<file path="src/verilog/nvc_pkg.sv">
package nvc_pkg;

  // Register indices; the APB byte address is four times the index.
  localparam logic [3:0] IDX_CMD_CTRL = 4'h0;
  localparam logic [3:0] IDX_LOCK_CTRL = 4'h1;
  localparam logic [3:0] IDX_STATUS = 4'h2;
  localparam logic [3:0] IDX_INT_EN = 4'h3;
  localparam logic [3:0] IDX_INT_FLAG = 4'h4;
  localparam logic [3:0] IDX_FUSE_DATA = 4'h6;
  localparam logic [3:0] IDX_TARGET = 4'h8;

  // Field positions.
  localparam int CMD_W = 3;
  localparam int LOCK_APP_BIT = 0;
  localparam int LOCK_BOOT_BIT = 1;
  localparam int ST_FLASH_BUSY_FLAG_BIT = 0;
  localparam int ST_EEPROM_BUSY_FLAG_BIT = 1;
  localparam int ST_FAULT_BIT = 2;
  localparam int INT_READY_BIT = 0;

  // Reset values.
  localparam logic [7:0] RST_BYTE = 8'h00;
  localparam logic [15:0] RST_WORD = 16'h0000;

  // Memory map of the arrays the commands target.
  localparam logic [15:0] EE_BASE = 16'h1400;
  localparam logic [15:0] EE_LAST = 16'h14FF;
  localparam logic [15:0] FLASH_BASE = 16'h8000;

  // Fuse bytes this block consumes, and the fuse store size.
  localparam int FUSE_NUM = 16;
  localparam int FUSE_AW = 4;
  localparam logic [3:0] FUSE_SYSCFG_IDX = 4'h5;
  localparam logic [3:0] FUSE_APPEND_IDX = 4'h7;
  localparam logic [3:0] FUSE_BOOTEND_IDX = 4'h8;
  localparam int FUSE_KEEP_EE_BIT = 0;

  // Page buffer clear runs for seven cycles and holds the core for eight.
  localparam logic [3:0] PBC_CYCLES = 4'h7;

  // Sleep mode encodings.
  localparam logic [1:0] SLEEP_IDLE = 2'h0;

  // Command codes.
  typedef enum logic [2:0] {
    CMD_NONE = 3'h0,
    CMD_PAGE_WRITE = 3'h1,
    CMD_PAGE_ERASE = 3'h2,
    CMD_ERASE_WRITE = 3'h3,
    CMD_BUF_CLEAR = 3'h4,
    CMD_FULL_ERASE = 3'h5,
    CMD_EE_ERASE = 3'h6,
    CMD_FUSE_PROG = 3'h7
  } nvc_cmd_t;

  // Request issued to the array.
  typedef struct packed {
    nvc_cmd_t cmd;
    logic [15:0] target;
    logic to_eeprom;
    logic keep_eeprom;
  } nvc_op_req_t;

  // Sleep controls from the power manager.
  typedef struct packed {
    logic sleep_req;
    logic [1:0] mode;
  } nvc_sleep_t;

endpackage

</file>
<file path="src/verilog/nvc_top.sv">
// Notes on behaviour
// - New fuse value acts only after reset.
// - Fuses read by plain load, no command.
// - Reset aborts a running write or erase.
// - EEPROM ready sets the ready flag.
// - Interrupt while enabled and flag set.
// - Idle controller sleeps with the system.
// - Busy write keeps clocks alive through sleep.
// - Ready interrupt wakes only from idle sleep.
// - Wake-up clears the page buffer.
// - Command changes only inside unlock window.
// - Codes 0-3: none, write, erase, erase-write.
// - Codes 4-6: clear, chip erase, EEPROM erase.
// - Fuse write starts only from debug port.
// - Boot lock zeroes boot reads and fetches.
// - Boot lock written from boot; reset clears.
// - Boot lock acts after leaving boot section.
// - Application protect blocks writes; reset clears.
// - Busy bits show EEPROM and flash activity.
// - Write fault shows last operation failed.
// - Ready flag cleared by writing one.
module nvc_top #(
  parameter int ADDR_W = 6
) (
  input wire logic pclk,
  input wire logic presetn,
  input wire logic psel,
  input wire logic penable,
  input wire logic pwrite,
  input wire logic [ADDR_W-1:0] paddr,
  input wire logic [31:0] pwdata,
  output logic [31:0] prdata,
  output logic pready,
  output logic pslverr,
  input wire logic unlock_valid,
  input wire logic dbg_port_access,
  input wire logic exec_in_boot,
  input wire logic pbuf_wr_valid,
  input wire logic [15:0] pbuf_wr_addr,
  input wire logic pbuf_mixed,
  output nvc_pkg::nvc_op_req_t op_req,
  output logic array_go,
  input wire logic array_done,
  output logic pbuf_clear,
  output logic cpu_halt,
  input wire logic [nvc_pkg::FUSE_AW-1:0] fuse_rd_addr,
  output logic [7:0] fuse_rd_data,
  output logic [7:0] fuse_boot_end,
  output logic [7:0] fuse_app_end,
  input wire logic mem_rd_boot,
  input wire logic [7:0] mem_rd_data,
  output logic [7:0] mem_rd_gated,
  input wire logic fetch_boot,
  input wire logic [15:0] fetch_data,
  output logic [15:0] fetch_gated,
  input wire nvc_pkg::nvc_sleep_t sleep_in,
  output logic clk_keep_req,
  output logic ctrl_asleep,
  output logic wake_req,
  output logic irq
);
  import nvc_pkg::*;

  // Register decoding from the word address.
  function automatic logic [3:0] reg_index(input logic [ADDR_W-1:0] a);
    reg_index = a[5:2];
  endfunction

  // Whether a decoded index names a mapped register.
  function automatic logic is_mapped(input logic [3:0] i);
    is_mapped = (i == IDX_CMD_CTRL) || (i == IDX_LOCK_CTRL) || (i == IDX_STATUS) ||
                (i == IDX_INT_EN) || (i == IDX_INT_FLAG) || (i == IDX_FUSE_DATA) || (i == IDX_TARGET);
  endfunction

  logic wr_acc; // APB write access phase.
  logic [3:0] idx; // Decoded register index.
  logic [2:0] cmd_r; // Command field.
  logic app_protect_r; // Application code write protect.
  logic boot_lock_r; // Boot lock as written.
  logic boot_lock_eff_r; // Boot lock in force.
  logic boot_leave_pend_r; // Lock written, waiting to leave the boot section.
  logic fault_r; // Last operation failed.
  logic ee_busy_r; // EEPROM operation in progress.
  logic fl_busy_r; // Flash operation in progress.
  logic int_en_r; // Ready interrupt enable.
  logic ready_flag_r; // Ready interrupt flag.
  logic [15:0] fuse_val_r; // Fuse value to program.
  logic [15:0] target_r; // Target location.
  logic [7:0] fuse_mem [FUSE_NUM]; // Stored fuse bytes.
  logic [7:0] syscfg_act_r; // System fuse in force since reset.
  logic [7:0] boot_end_act_r; // Boot end fuse in force since reset.
  logic [7:0] app_end_act_r; // App end fuse in force since reset.
  logic captured_r; // Fuse copy taken after reset release.
  logic sleep_d_r; // Sleep request one cycle ago.
  logic seq_start; // Start the sequencer.
  logic seq_busy; // Sequencer has an operation.
  logic seq_done; // Operation completed this cycle.
  logic start_ok; // Command may start.
  logic start_bad; // Command refused as an error.
  logic target_ee; // Target lies in EEPROM.
  logic [7:0] target_page; // Flash page of the target.
  logic target_boot; // Target in boot section.
  logic target_app; // Target in application code section.
  logic wr_cmd; // Command register write taken.
  nvc_cmd_t new_cmd; // Command being written.
  nvc_op_req_t req_r; // Latched operation request.

  assign wr_acc = psel && penable && pwrite;
  assign idx = reg_index(paddr);
  assign pready = 1'b1;
  assign pslverr = psel && penable && !is_mapped(idx);

  // The unlock window is judged by the core and sampled here at the write.
  assign wr_cmd = wr_acc && (idx == IDX_CMD_CTRL) && unlock_valid;
  assign new_cmd = nvc_cmd_t'(pwdata[CMD_W-1:0]);

  // Where the target lies, from the fuse values in force.
  assign target_ee = (target_r >= EE_BASE) && (target_r <= EE_LAST);
  assign target_page = 8'((target_r - FLASH_BASE) >> 8);
  assign target_boot = !target_ee && (target_page < boot_end_act_r);
  assign target_app = !target_ee && !target_boot &&
                      ((app_end_act_r == 8'h00) || (target_page < app_end_act_r));

  // Decide whether a command may start and whether it is a write fault.
  always_comb begin
    start_ok = 1'b0;
    start_bad = 1'b0;
    if (wr_cmd && new_cmd != CMD_NONE) begin
      unique case (new_cmd)
        CMD_PAGE_WRITE, CMD_PAGE_ERASE, CMD_ERASE_WRITE: begin
          // Boot is never writable by the core; app code is once protected.
          start_bad = seq_busy || pbuf_mixed || target_boot || (target_app && app_protect_r);
          start_ok = !start_bad;
        end
        CMD_BUF_CLEAR, CMD_FULL_ERASE, CMD_EE_ERASE: begin
          start_bad = seq_busy;
          start_ok = !start_bad;
        end
        CMD_FUSE_PROG: begin
          start_bad = seq_busy || !dbg_port_access;
          start_ok = !start_bad;
        end
        default: begin
          start_ok = 1'b0;
        end
      endcase
    end
  end

  assign seq_start = start_ok;

  // Sequencer for the running operation.
  nvc_op_seq u_seq (
    .pclk(pclk),
    .presetn(presetn),
    .start(seq_start),
    .local_timed(new_cmd == CMD_BUF_CLEAR),
    .array_done(array_done),
    .busy(seq_busy),
    .go(array_go),
    .done(seq_done)
  );

  // Command field; unprotected writes leave it unchanged.
  always_ff @(posedge pclk or negedge presetn) begin
    if (!presetn) begin
      cmd_r <= RST_BYTE[CMD_W-1:0];
    end else if (wr_cmd) begin
      cmd_r <= new_cmd;
    end
  end

  // Latch the request handed to the array when a command starts.
  always_ff @(posedge pclk or negedge presetn) begin
    if (!presetn) begin
      req_r <= '0;
    end else if (seq_start) begin
      req_r.cmd <= new_cmd;
      req_r.target <= target_r;
      req_r.to_eeprom <= target_ee || (new_cmd == CMD_EE_ERASE) || (new_cmd == CMD_FUSE_PROG);
      req_r.keep_eeprom <= syscfg_act_r[FUSE_KEEP_EE_BIT];
    end
  end

  assign op_req = req_r;

  // Busy flags per array, dropped by reset so the operation aborts.
  always_ff @(posedge pclk or negedge presetn) begin
    if (!presetn) begin
      ee_busy_r <= 1'b0;
      fl_busy_r <= 1'b0;
    end else if (seq_start) begin
      unique case (new_cmd)
        CMD_PAGE_WRITE, CMD_PAGE_ERASE, CMD_ERASE_WRITE: begin
          ee_busy_r <= target_ee;
          fl_busy_r <= !target_ee;
        end
        CMD_FULL_ERASE: begin
          ee_busy_r <= !syscfg_act_r[FUSE_KEEP_EE_BIT];
          fl_busy_r <= 1'b1;
        end
        CMD_EE_ERASE, CMD_FUSE_PROG: begin
          ee_busy_r <= 1'b1;
          fl_busy_r <= 1'b0;
        end
        default: begin
          ee_busy_r <= 1'b0;
          fl_busy_r <= 1'b1;
        end
      endcase
    end else if (seq_done) begin
      ee_busy_r <= 1'b0;
      fl_busy_r <= 1'b0;
    end
  end

  // The core stalls while flash is busy, which covers the buffer clear, and during an EEPROM erase.
  assign cpu_halt = fl_busy_r || (ee_busy_r && req_r.cmd == CMD_EE_ERASE);

  // Write fault holds the outcome of the most recent command.
  always_ff @(posedge pclk or negedge presetn) begin
    if (!presetn) begin
      fault_r <= 1'b0;
    end else if (start_ok || start_bad) begin
      fault_r <= start_bad;
    end
  end

  // Section lock bits: set only, cleared only by reset.
  always_ff @(posedge pclk or negedge presetn) begin
    if (!presetn) begin
      app_protect_r <= 1'b0;
      boot_lock_r <= 1'b0;
    end else if (wr_acc && idx == IDX_LOCK_CTRL) begin
      if (pwdata[LOCK_APP_BIT]) begin
        app_protect_r <= 1'b1;
      end
      if (pwdata[LOCK_BOOT_BIT] && exec_in_boot) begin
        boot_lock_r <= 1'b1;
      end
    end
  end

  // Boot lock takes force once execution first leaves the boot section.
  always_ff @(posedge pclk or negedge presetn) begin
    if (!presetn) begin
      boot_lock_eff_r <= 1'b0;
      boot_leave_pend_r <= 1'b0;
    end else if (boot_lock_r && !boot_lock_eff_r) begin
      if (exec_in_boot) begin
        boot_leave_pend_r <= 1'b1;
      end else if (boot_leave_pend_r) begin
        boot_lock_eff_r <= 1'b1;
      end
    end
  end

  // Boot reads and fetches return zero while locked.
  assign mem_rd_gated = (boot_lock_eff_r && mem_rd_boot) ? RST_BYTE : mem_rd_data;
  assign fetch_gated = (boot_lock_eff_r && fetch_boot) ? RST_WORD : fetch_data;

  // Interrupt enable register.
  always_ff @(posedge pclk or negedge presetn) begin
    if (!presetn) begin
      int_en_r <= 1'b0;
    end else if (wr_acc && idx == IDX_INT_EN) begin
      int_en_r <= pwdata[INT_READY_BIT];
    end
  end

  // Ready flag: set when an EEPROM operation ends; set wins over clear.
  always_ff @(posedge pclk or negedge presetn) begin
    if (!presetn) begin
      ready_flag_r <= 1'b0;
    end else if (seq_done && ee_busy_r) begin
      ready_flag_r <= 1'b1;
    end else if (wr_acc && idx == IDX_INT_FLAG && pwdata[INT_READY_BIT]) begin
      ready_flag_r <= 1'b0;
    end
  end

  // Level request while enabled and flagged.
  assign irq = int_en_r && ready_flag_r;

  // Fuse value and target registers; page buffer stores track the target.
  always_ff @(posedge pclk or negedge presetn) begin
    if (!presetn) begin
      fuse_val_r <= RST_WORD;
      target_r <= RST_WORD;
    end else begin
      if (wr_acc && idx == IDX_FUSE_DATA) begin
        fuse_val_r <= pwdata[15:0];
      end
      if (pbuf_wr_valid) begin
        target_r <= pbuf_wr_addr;
      end else if (wr_acc && idx == IDX_TARGET) begin
        target_r <= pwdata[15:0];
      end
    end
  end

  // Fuse store survives reset; written at the end of a fuse command.
  always_ff @(posedge pclk) begin
    if (seq_done && req_r.cmd == CMD_FUSE_PROG) begin
      fuse_mem[req_r.target[FUSE_AW-1:0]] <= fuse_val_r[7:0];
    end
  end

  // Fuse copy in force is captured once after each reset release.
  always_ff @(posedge pclk or negedge presetn) begin
    if (!presetn) begin
      captured_r <= 1'b0;
      syscfg_act_r <= RST_BYTE;
      boot_end_act_r <= RST_BYTE;
      app_end_act_r <= RST_BYTE;
    end else if (!captured_r) begin
      captured_r <= 1'b1;
      syscfg_act_r <= fuse_mem[FUSE_SYSCFG_IDX];
      boot_end_act_r <= fuse_mem[FUSE_BOOTEND_IDX];
      app_end_act_r <= fuse_mem[FUSE_APPEND_IDX];
    end
  end

  assign fuse_boot_end = boot_end_act_r;
  assign fuse_app_end = app_end_act_r;

  // Plain load path to the stored fuses.
  always_ff @(posedge pclk or negedge presetn) begin
    if (!presetn) begin
      fuse_rd_data <= RST_BYTE;
    end else begin
      fuse_rd_data <= fuse_mem[fuse_rd_addr];
    end
  end

  // Sleep handling: clocks stay on while an operation runs.
  always_ff @(posedge pclk or negedge presetn) begin
    if (!presetn) begin
      sleep_d_r <= 1'b0;
    end else begin
      sleep_d_r <= sleep_in.sleep_req;
    end
  end

  assign clk_keep_req = sleep_in.sleep_req && seq_busy;
  assign ctrl_asleep = sleep_in.sleep_req && !seq_busy;
  assign wake_req = sleep_in.sleep_req && irq && (sleep_in.mode == SLEEP_IDLE);

  // Page buffer is erased after wake-up and after every finished command.
  assign pbuf_clear = (sleep_d_r && !sleep_in.sleep_req) || seq_done;

  // Read data mux, registered so it is stable in the access phase.
  always_ff @(posedge pclk or negedge presetn) begin
    if (!presetn) begin
      prdata <= 32'h0000_0000;
    end else if (psel && !penable && !pwrite) begin
      unique case (idx)
        IDX_CMD_CTRL: prdata <= {29'h0000_0000, cmd_r};
        IDX_LOCK_CTRL: prdata <= {30'h0000_0000, boot_lock_r, app_protect_r};
        IDX_STATUS: prdata <= {29'h0000_0000, fault_r, ee_busy_r, fl_busy_r};
        IDX_INT_EN: prdata <= {31'h0000_0000, int_en_r};
        IDX_INT_FLAG: prdata <= {31'h0000_0000, ready_flag_r};
        IDX_FUSE_DATA: prdata <= {16'h0000, fuse_val_r};
        IDX_TARGET: prdata <= {16'h0000, target_r};
        default: prdata <= 32'h0000_0000;
      endcase
    end
  end
endmodule

</file>
<file path="src/verilog/nvc_op_seq.sv">
// Tracks one running operation from start to completion.
module nvc_op_seq (
  input wire logic pclk,
  input wire logic presetn,
  input wire logic start,
  input wire logic local_timed,
  input wire logic array_done,
  output logic busy,
  output logic go,
  output logic done
);
  import nvc_pkg::*;

  // One-hot sequencer states.
  typedef enum logic [2:0] {
    SQ_IDLE = 3'b001,
    SQ_RUN = 3'b010,
    SQ_FIN = 3'b100
  } nvc_seq_t;

  nvc_seq_t state_r; // Current state.
  logic timed_r; // Running operation finishes by the local counter.
  logic [3:0] cnt_r; // Cycles left for a locally timed operation.

  // State register; reset drops any running operation at once.
  always_ff @(posedge pclk or negedge presetn) begin
    if (!presetn) begin
      state_r <= SQ_IDLE;
    end else begin
      unique case (state_r)
        SQ_IDLE: begin
          if (start) begin
            state_r <= SQ_RUN;
          end
        end
        SQ_RUN: begin
          if (timed_r ? (cnt_r == 4'h1) : array_done) begin
            state_r <= SQ_FIN;
          end
        end
        SQ_FIN: begin
          state_r <= SQ_IDLE;
        end
        default: begin
          state_r <= SQ_IDLE;
        end
      endcase
    end
  end

  // Local cycle counter, loaded when a timed operation starts.
  always_ff @(posedge pclk or negedge presetn) begin
    if (!presetn) begin
      timed_r <= 1'b0;
      cnt_r <= 4'h0;
    end else if (state_r == SQ_IDLE && start) begin
      timed_r <= local_timed;
      cnt_r <= PBC_CYCLES;
    end else if (state_r == SQ_RUN && cnt_r != 4'h0) begin
      cnt_r <= cnt_r - 4'h1;
    end
  end

  // Busy covers start through finish; go asks the array to run.
  assign busy = (state_r != SQ_IDLE);
  assign go = (state_r == SQ_RUN) && !timed_r;
  assign done = (state_r == SQ_FIN);
endmodule

</file>
<file path="config.mk">
export PLATFORM = sky130hd
export DESIGN_NAME = nvc_top
export DESIGN_NICKNAME = d
export VERILOG_FILES = /design/src/verilog/nvc_pkg.sv /design/src/verilog/nvc_top.sv /design/src/verilog/nvc_op_seq.sv
export SDC_FILE = /design/constraint.sdc
export NUM_CORES = 1
export LEC_CHECK = 0
export BUFFER_PORTS_ARGS = -buffer_cell sky130_fd_sc_hd__buf_4
export CAP_MARGIN = 20
export CORE_MARGIN = 10
export CORE_UTILIZATION = 60
export DETAILED_ROUTE_END_ITERATION = 6
export PLACE_DENSITY = 0.86
export REMOVE_ABC_BUFFERS = 1
export SLEW_MARGIN = 20
export SYNTH_ARGS = -nofsm -noshare
export SYNTH_HDL_FRONTEND = slang
export SYNTH_SLANG_ARGS = --single-unit
</file>
<file path="constraint.sdc">
create_clock -name pclk -period 4.3 [get_ports pclk]
set_input_delay 0.215 -clock pclk [delete_from_list [all_inputs] [get_ports pclk]]
set_output_delay 0.215 -clock pclk [all_outputs]
set_load 0.02 [all_outputs]
</file>
# Yosys cells after proc, flatten, opt, wreduce, memory -nomap -nowiden
# Memories as Yosys holds them, arrays and structs flattened. A register that Yosys moved wholly into a read port is not among the register bits.
# Cells that the tools add are included.
# totals
reg_bits	107
mem_bits_rw	128
inputBits	98
output_inout_bits	110
mem_count	1
# classes
n_addsub	2
magnitude_cmp	4
n_eq_ne	22
mux	24
n_bitwise	1
n_reduce_logical	88
# mem_list
name	words	word_bits	read_ports	rd_ports_with_merged_regs	wr	line_no	rtl
fuse_mem	16	8	4	4	1	nvc_top.sv:89	logic [7:0] fuse_mem [FUSE_NUM];
# ops
op	count
one-hot mux 16 bit (7 select lines)	1
two-way mux 16 bit	3
logical AND 1 bit	35
equality test 3 bit, second input constant	7
logical NOT 1 bit	20
>= comparator 16 x 13 -> 1 bit, second input constant	1
less-or-equal comparator 16 x 13 -> 1 bit, second input constant	1
logical OR 1 bit	16
< comparator 8 bit	2
subtractor 16 bit, second input constant	1
two-way mux 1 bit	10
equality test 3 x 2 -> 1 bit, second input constant	3
one-hot mux 1 bit (3 select lines)	3
equality test 4 x 1 -> 1 bit, second input constant	2
equality test 4 x 2 -> 1 bit, second input constant	2
equality test 4 x 3 -> 1 bit, second input constant	2
logical NOT 8 bit	1
two-way mux 4 bit	2
two-way mux 8 bit	1
AND reduction 2 bit	4
nonzero test 2 bit	4
equality test 3 x 1 -> 1 bit, second input constant	2
two-way mux 3 bit	2
one-hot mux 3 bit (2 select lines)	1
14 further kinds	15

# Logic depth before layout (Yosys ltp)
# logic_depth
ltp_word	14
ltp_mapped	9

# Cells and area by module
# Synthesis repeated with hierarchy kept, for this count alone.
# hier_totals
cells_unflattened	722
hier_area_um2	10677.7
# by_module_without_submodules
mod	instances	cells_per_inst	area_each_um2	seq_area_each_um2
nvc_top	1	679	10222.3	6546.3
nvc_op_seq	1	43	455.4	201.4

# Worst setup path before layout
# Ideal clock, no wire load.
# synth_timing
path_kind	register to register
startpoint	register boot_end_act_r[6] (netlist: fuse_boot_end[6]) (read register of fuse_mem)
endpoint	register req_r (netlist bit op_req[16])
t_arrival_ns	2.376
required_time_ns	4.175
path_slack_ns	1.799
path_stages_with_launch	9
n_path_buf	1
cell_sequence	dfrtp_1 inv_1 ha_1 and4_1 a2111o_1 o22a_1 a21oi_4 buf_6 mux2_4
# synth_via
elab_chain_len	10
word_cells_on_any_way	11
# synth_rtl
item	line_no	rtl
start: declaration	nvc_top.sv:91	logic [7:0] boot_end_act_r;
< comparator 8 bit (*)	nvc_top.sv:120	assign target_boot = !target_ee && (target_page < boot_end_act_r);
logical AND 1 bit (*)	nvc_top.sv:120	
logical NOT 1 bit	nvc_top.sv:121	assign target_app = !target_ee && !target_boot &&
logical AND 1 bit (2 in a row)	nvc_top.sv:121	
logical AND 1 bit	nvc_top.sv:132	start_bad = seq_busy || pbuf_mixed || target_boot || (target_app && app_protect_r);
logical OR 1 bit (*)	nvc_top.sv:132	
logical NOT 1 bit (*)	nvc_top.sv:133	start_ok = !start_bad;
one-hot mux 1 bit (3 select lines) (*)	nvc_top.sv:129	unique case (new_cmd)
two-way mux 1 bit (*)	nvc_top.sv:128	if (wr_cmd && new_cmd != CMD_NONE) begin
end: declaration	nvc_top.sv:106	nvc_op_req_t req_r;
# Mark *: on every way between the ends. The rest lies on a longest branch, timed or not.
# A chain may end at the register's enable or synchronous reset.

# Worst setup path in the final report
# layout_timing
startpoint	register target_r[15]
endpoint	register req_r (netlist bit op_req[5])
# layout_via
elab_chain_len	12
word_cells_on_any_way	18
# layout_rtl
item	line_no	rtl
start: declaration	nvc_top.sv:88	logic [15:0] target_r;
start signal: assignment	nvc_top.sv:295	target_r <= pbuf_wr_addr;
start signal: assignment	nvc_top.sv:297	target_r <= pwdata[15:0];
parallel branches: the longest is 8 deep, another holds subtractor 16 bit	-	
logical OR 1 bit (*)	nvc_top.sv:132	
logical NOT 1 bit (*)	nvc_top.sv:133	
one-hot mux 1 bit (3 select lines) (*)	nvc_top.sv:129	
two-way mux 1 bit (*)	nvc_top.sv:128	
# Every way passes the cells marked *.

==> impl_metrics.tcl <==
set metrics [dict create \
    status "completed" \
    post-cts-setup-buffers 0 \
    tns_ns 0 \
    muxShareOfSynthArea_pct 16.68 \
    clkPwrFrac_pct 40.4 \
    core_um2 17300 \
    synth_top_family_by_area "multiplexers" \
    finalCriticalPeriod_ns 2.939 \
    track_usage_pct 23.79 \
    p_sw_mw 1.352 \
    layout-drive-gt1-share_pct 34.57 \
    synth_area_per_cell_um2 14.71 \
    path_max_fanout 19 \
    clock-sinks 244 \
    rows 48 \
    start_util_pct 61.32 \
    pwr-share-comb_pct 10.7 \
    path_clk_slew_ns 0.06 \
    worst_pin_slew_ns 1.058 \
    synth_top_area_share_pct 36.24 \
    finalNonFillerCells 1172 \
    p_sw_share_pct 24.16 \
    yosysWarningCount 0 \
    min_from "pwdata[1]" \
    fill_cells 989 \
    drt-pass1-iter-count 5 \
    synth_edf_count 128 \
    wl_per_cell_um 24.23 \
    postLayoutCoreUtil_pct 76.46 \
    met3_usage_pct 5.471 \
    grt_pass1_vias 7530 \
    io_buffers 172 \
    p_int_mw 4.244 \
    drc 0 \
    grt_use_met2_pct 41.38 \
    antenna_found_initial 0 \
    grt_max_degree 60 \
    endpoint_kind "flop" \
    r2r_start "target_r[15]$_DFFE_PN0P_" \
    synth-main-ff-cell "edfxtp_1" \
    fmax_ghz 0.3403 \
    viasPerCell 5.862 \
    synth_xor_area_share_pct 0.2477 \
    syn_to_final_growth_pct 24.69 \
    dieArea_um2 23400 \
    rsz0062_at_grt "no" \
    p_leak_nw 5.518 \
    yosysUniqueCellTypes 57 \
    synth_compound_area_share_pct 5.509 \
    worstSetupPathType "reg -> reg" \
    holdWs_ns 0.01794 \
    clock_latency_ns 0.52 \
    final_nets 1042 \
    finalHoldViolCount 0 \
    htreeDepth 1 \
    pin_count 208 \
    cts_made_buffers 25 \
    die_w_um 153.0 \
    synth_fa_ha_area_share_pct 1.887 \
    cp_data_required_time_ns 4.69 \
    synth-seq-cells 244 \
    startpoint_type "flop" \
    post-route-period-util_pct 68.34 \
    gr-total-overflow 0 \
    syn_inst 721 \
    arrival_ns 3.33 \
    yosys.area.top_type "edfxtp_1" \
    ys_top_cells_by_area "edfxtp_1 36%, dfrtp_1 27%, mux4_2 8.5%, mux2_2 4.5%, ha_1 1.9%" \
    die_h_um 153.0 \
    cts_root_buf "clkbuf_16" \
    seqPwrFrac_pct 48.9 \
    vdd_drop_max_uv 384.4 \
    max-slew-margin-rel_pct 29.49 \
    vias 6870 \
    netlist_area_um2 10610 \
    hold_class "in -> reg" \
    fin_skew_ns 0.01940 \
    grt_first_pass_wirelength_mm 43.82 \
    power_density_nw_per_um2 423.2 \
    grt_busiest_layer "met2" \
    synth_most_common_cell "edfxtp_1" \
    setup_violations 0 \
    p_total_mw 5.597 \
    cap_violations 0 \
    drv_slew 0 \
    dp.cells 1092 \
    finalWirelength_mm 28.40 \
    use_met1_pct 28.78 \
    place_hpwl_mm 18.72 \
    yosysSeqAreaShare_pct 63.62 \
    async_reset_ff_share_pct 47.54 \
    yosys-top-cells-count "128 x edfxtp_1, 115 x dfrtp_1, 46 x nand2_1" \
    gp_congestion 0.8752 \
    cts_tree "done" \
    cts_buffer_depth 3 \
    yosys.area_share.simple_pct 8.199 \
    dr.first_iter.drc_count 553 \
    startpoint "target_r[15]$_DFFE_PN0P_" \
    ant_nets 0 \
]
==> stage by stage <==
stage,setup WS (ns),cell area [um2]
2_1_floorplan,1.519,10370
3_3_place_gp,1.408,12030
3_5_place_dp,1.397,12030
4_1_cts,1.366,13220
5_1_grt,1.274,13220
6_report,1.361,13230
==> placed cells by master (no fill, tap or decap), types with 4 or more instances in the layout <==
cell type,instances
dfrtp_1,115
mux2_2,42
nor2_1,40
clkinv_1,4
inv_1,28
edfxtp_1,128
dlygate4sd3_1,34
buf_4,181
mux2_4,13
ha_1,16
bufinv_16,5
o21ai_0,25
mux4_2,40
conb_1,18
clkbuf_16,25
nand2b_1,5
a22oi_1,15
a21oi_1,25
mux2i_1,20
nor3_1,14
and2_1,30
nand3_1,7
nand2_1,46
==> metal layers <==
layer / up-vias / part of all wire, %
met5: - / 0
met4: 0 / 2.0
met3: 42 / 8.4
met2: 315 / 52
met1: 3462 / 38
li1: 3051 / -
==> timing repair <==
action                    in CTS  in global routing
resized for setup              0                  0
hold endpoints to repair      90                  0
hold buffers                  34                  0
==> sequential cells by signal, summed over array words and instances, names as in the netlist, 3 cells and up <==
signal	flops
u_seq.cnt_r	4
u_seq.state_r	3
op_req	21
prdata	16
fuse_mem	128
fuse_rd_data	8
fuse_boot_end	8
fuse_val_r	16
cmd_r	3
fuse_app_end	8
target_r	16
==> power by group through the flow <==
stage	logic [mW]	clock network (mW)	registers (mW)
after global routing	0.644	2.38	2.75
after CTS	0.597	2.28	2.73
final	0.599	2.26	2.73
after global placement	0.550	0	2.77
after floorplan	0.233	0	2.78
after detailed placement	0.566	0	2.77
==> logic make-up after synthesis <==
group | count (synthesis)
AOI/OAI and AO/OA | 91
xor gates and xnor gates | 3
adders and majority gates | 16
buffers and inverters | 79
DFF | 244
muxes | 115
other | 2
and+or+nand+nor | 171
==> area by class of cell <==
type	count	area, um2	area share [%]
Antenna cell	1	2.502	0.01892
Clock inverter	17	216.5	1.637
Inverter	28	105.1	0.7947
Sequential cell	244	6748	51.02
Clock buffer	28	636.9	4.816
Timing Repair Buffer	215	1699	12.85
Tap cell	225	281.5	2.129
Multi-Input combinational cell	414	3536	26.74
==> worst paths after layout <==
kind,endpoint,slack (ns),cells past startpoint
min in group asynchronous,fuse_app_end[7]$_DFFE_PN0N_,0.33,2
max in group asynchronous,target_r[7]$_DFFE_PN0P_,3.04,3
setup / recovery,op_req[5]$_DFFE_PN0P_,1.36,8
setup reg to reg,op_req[5]$_DFFE_PN0P_,1.36,8
hold / removal,cmd_r[1]$_DFFE_PN0P_,0.02,3
hold reg to reg,boot_leave_pend_r$_DFFE_PN0P_,0.48,1
==> critical path: stages, from the launching register on <==
cell and delay [ns]:
dfrtp_1 0.43, inv_1 0.09, ha_1 0.28, and4_1 0.22, a2111o_1 0.44, o22a_1 0.22
a21oi_4 0.35, buf_4 0.39, mux2_2 0.38
(Power assumes the default switching activity.)
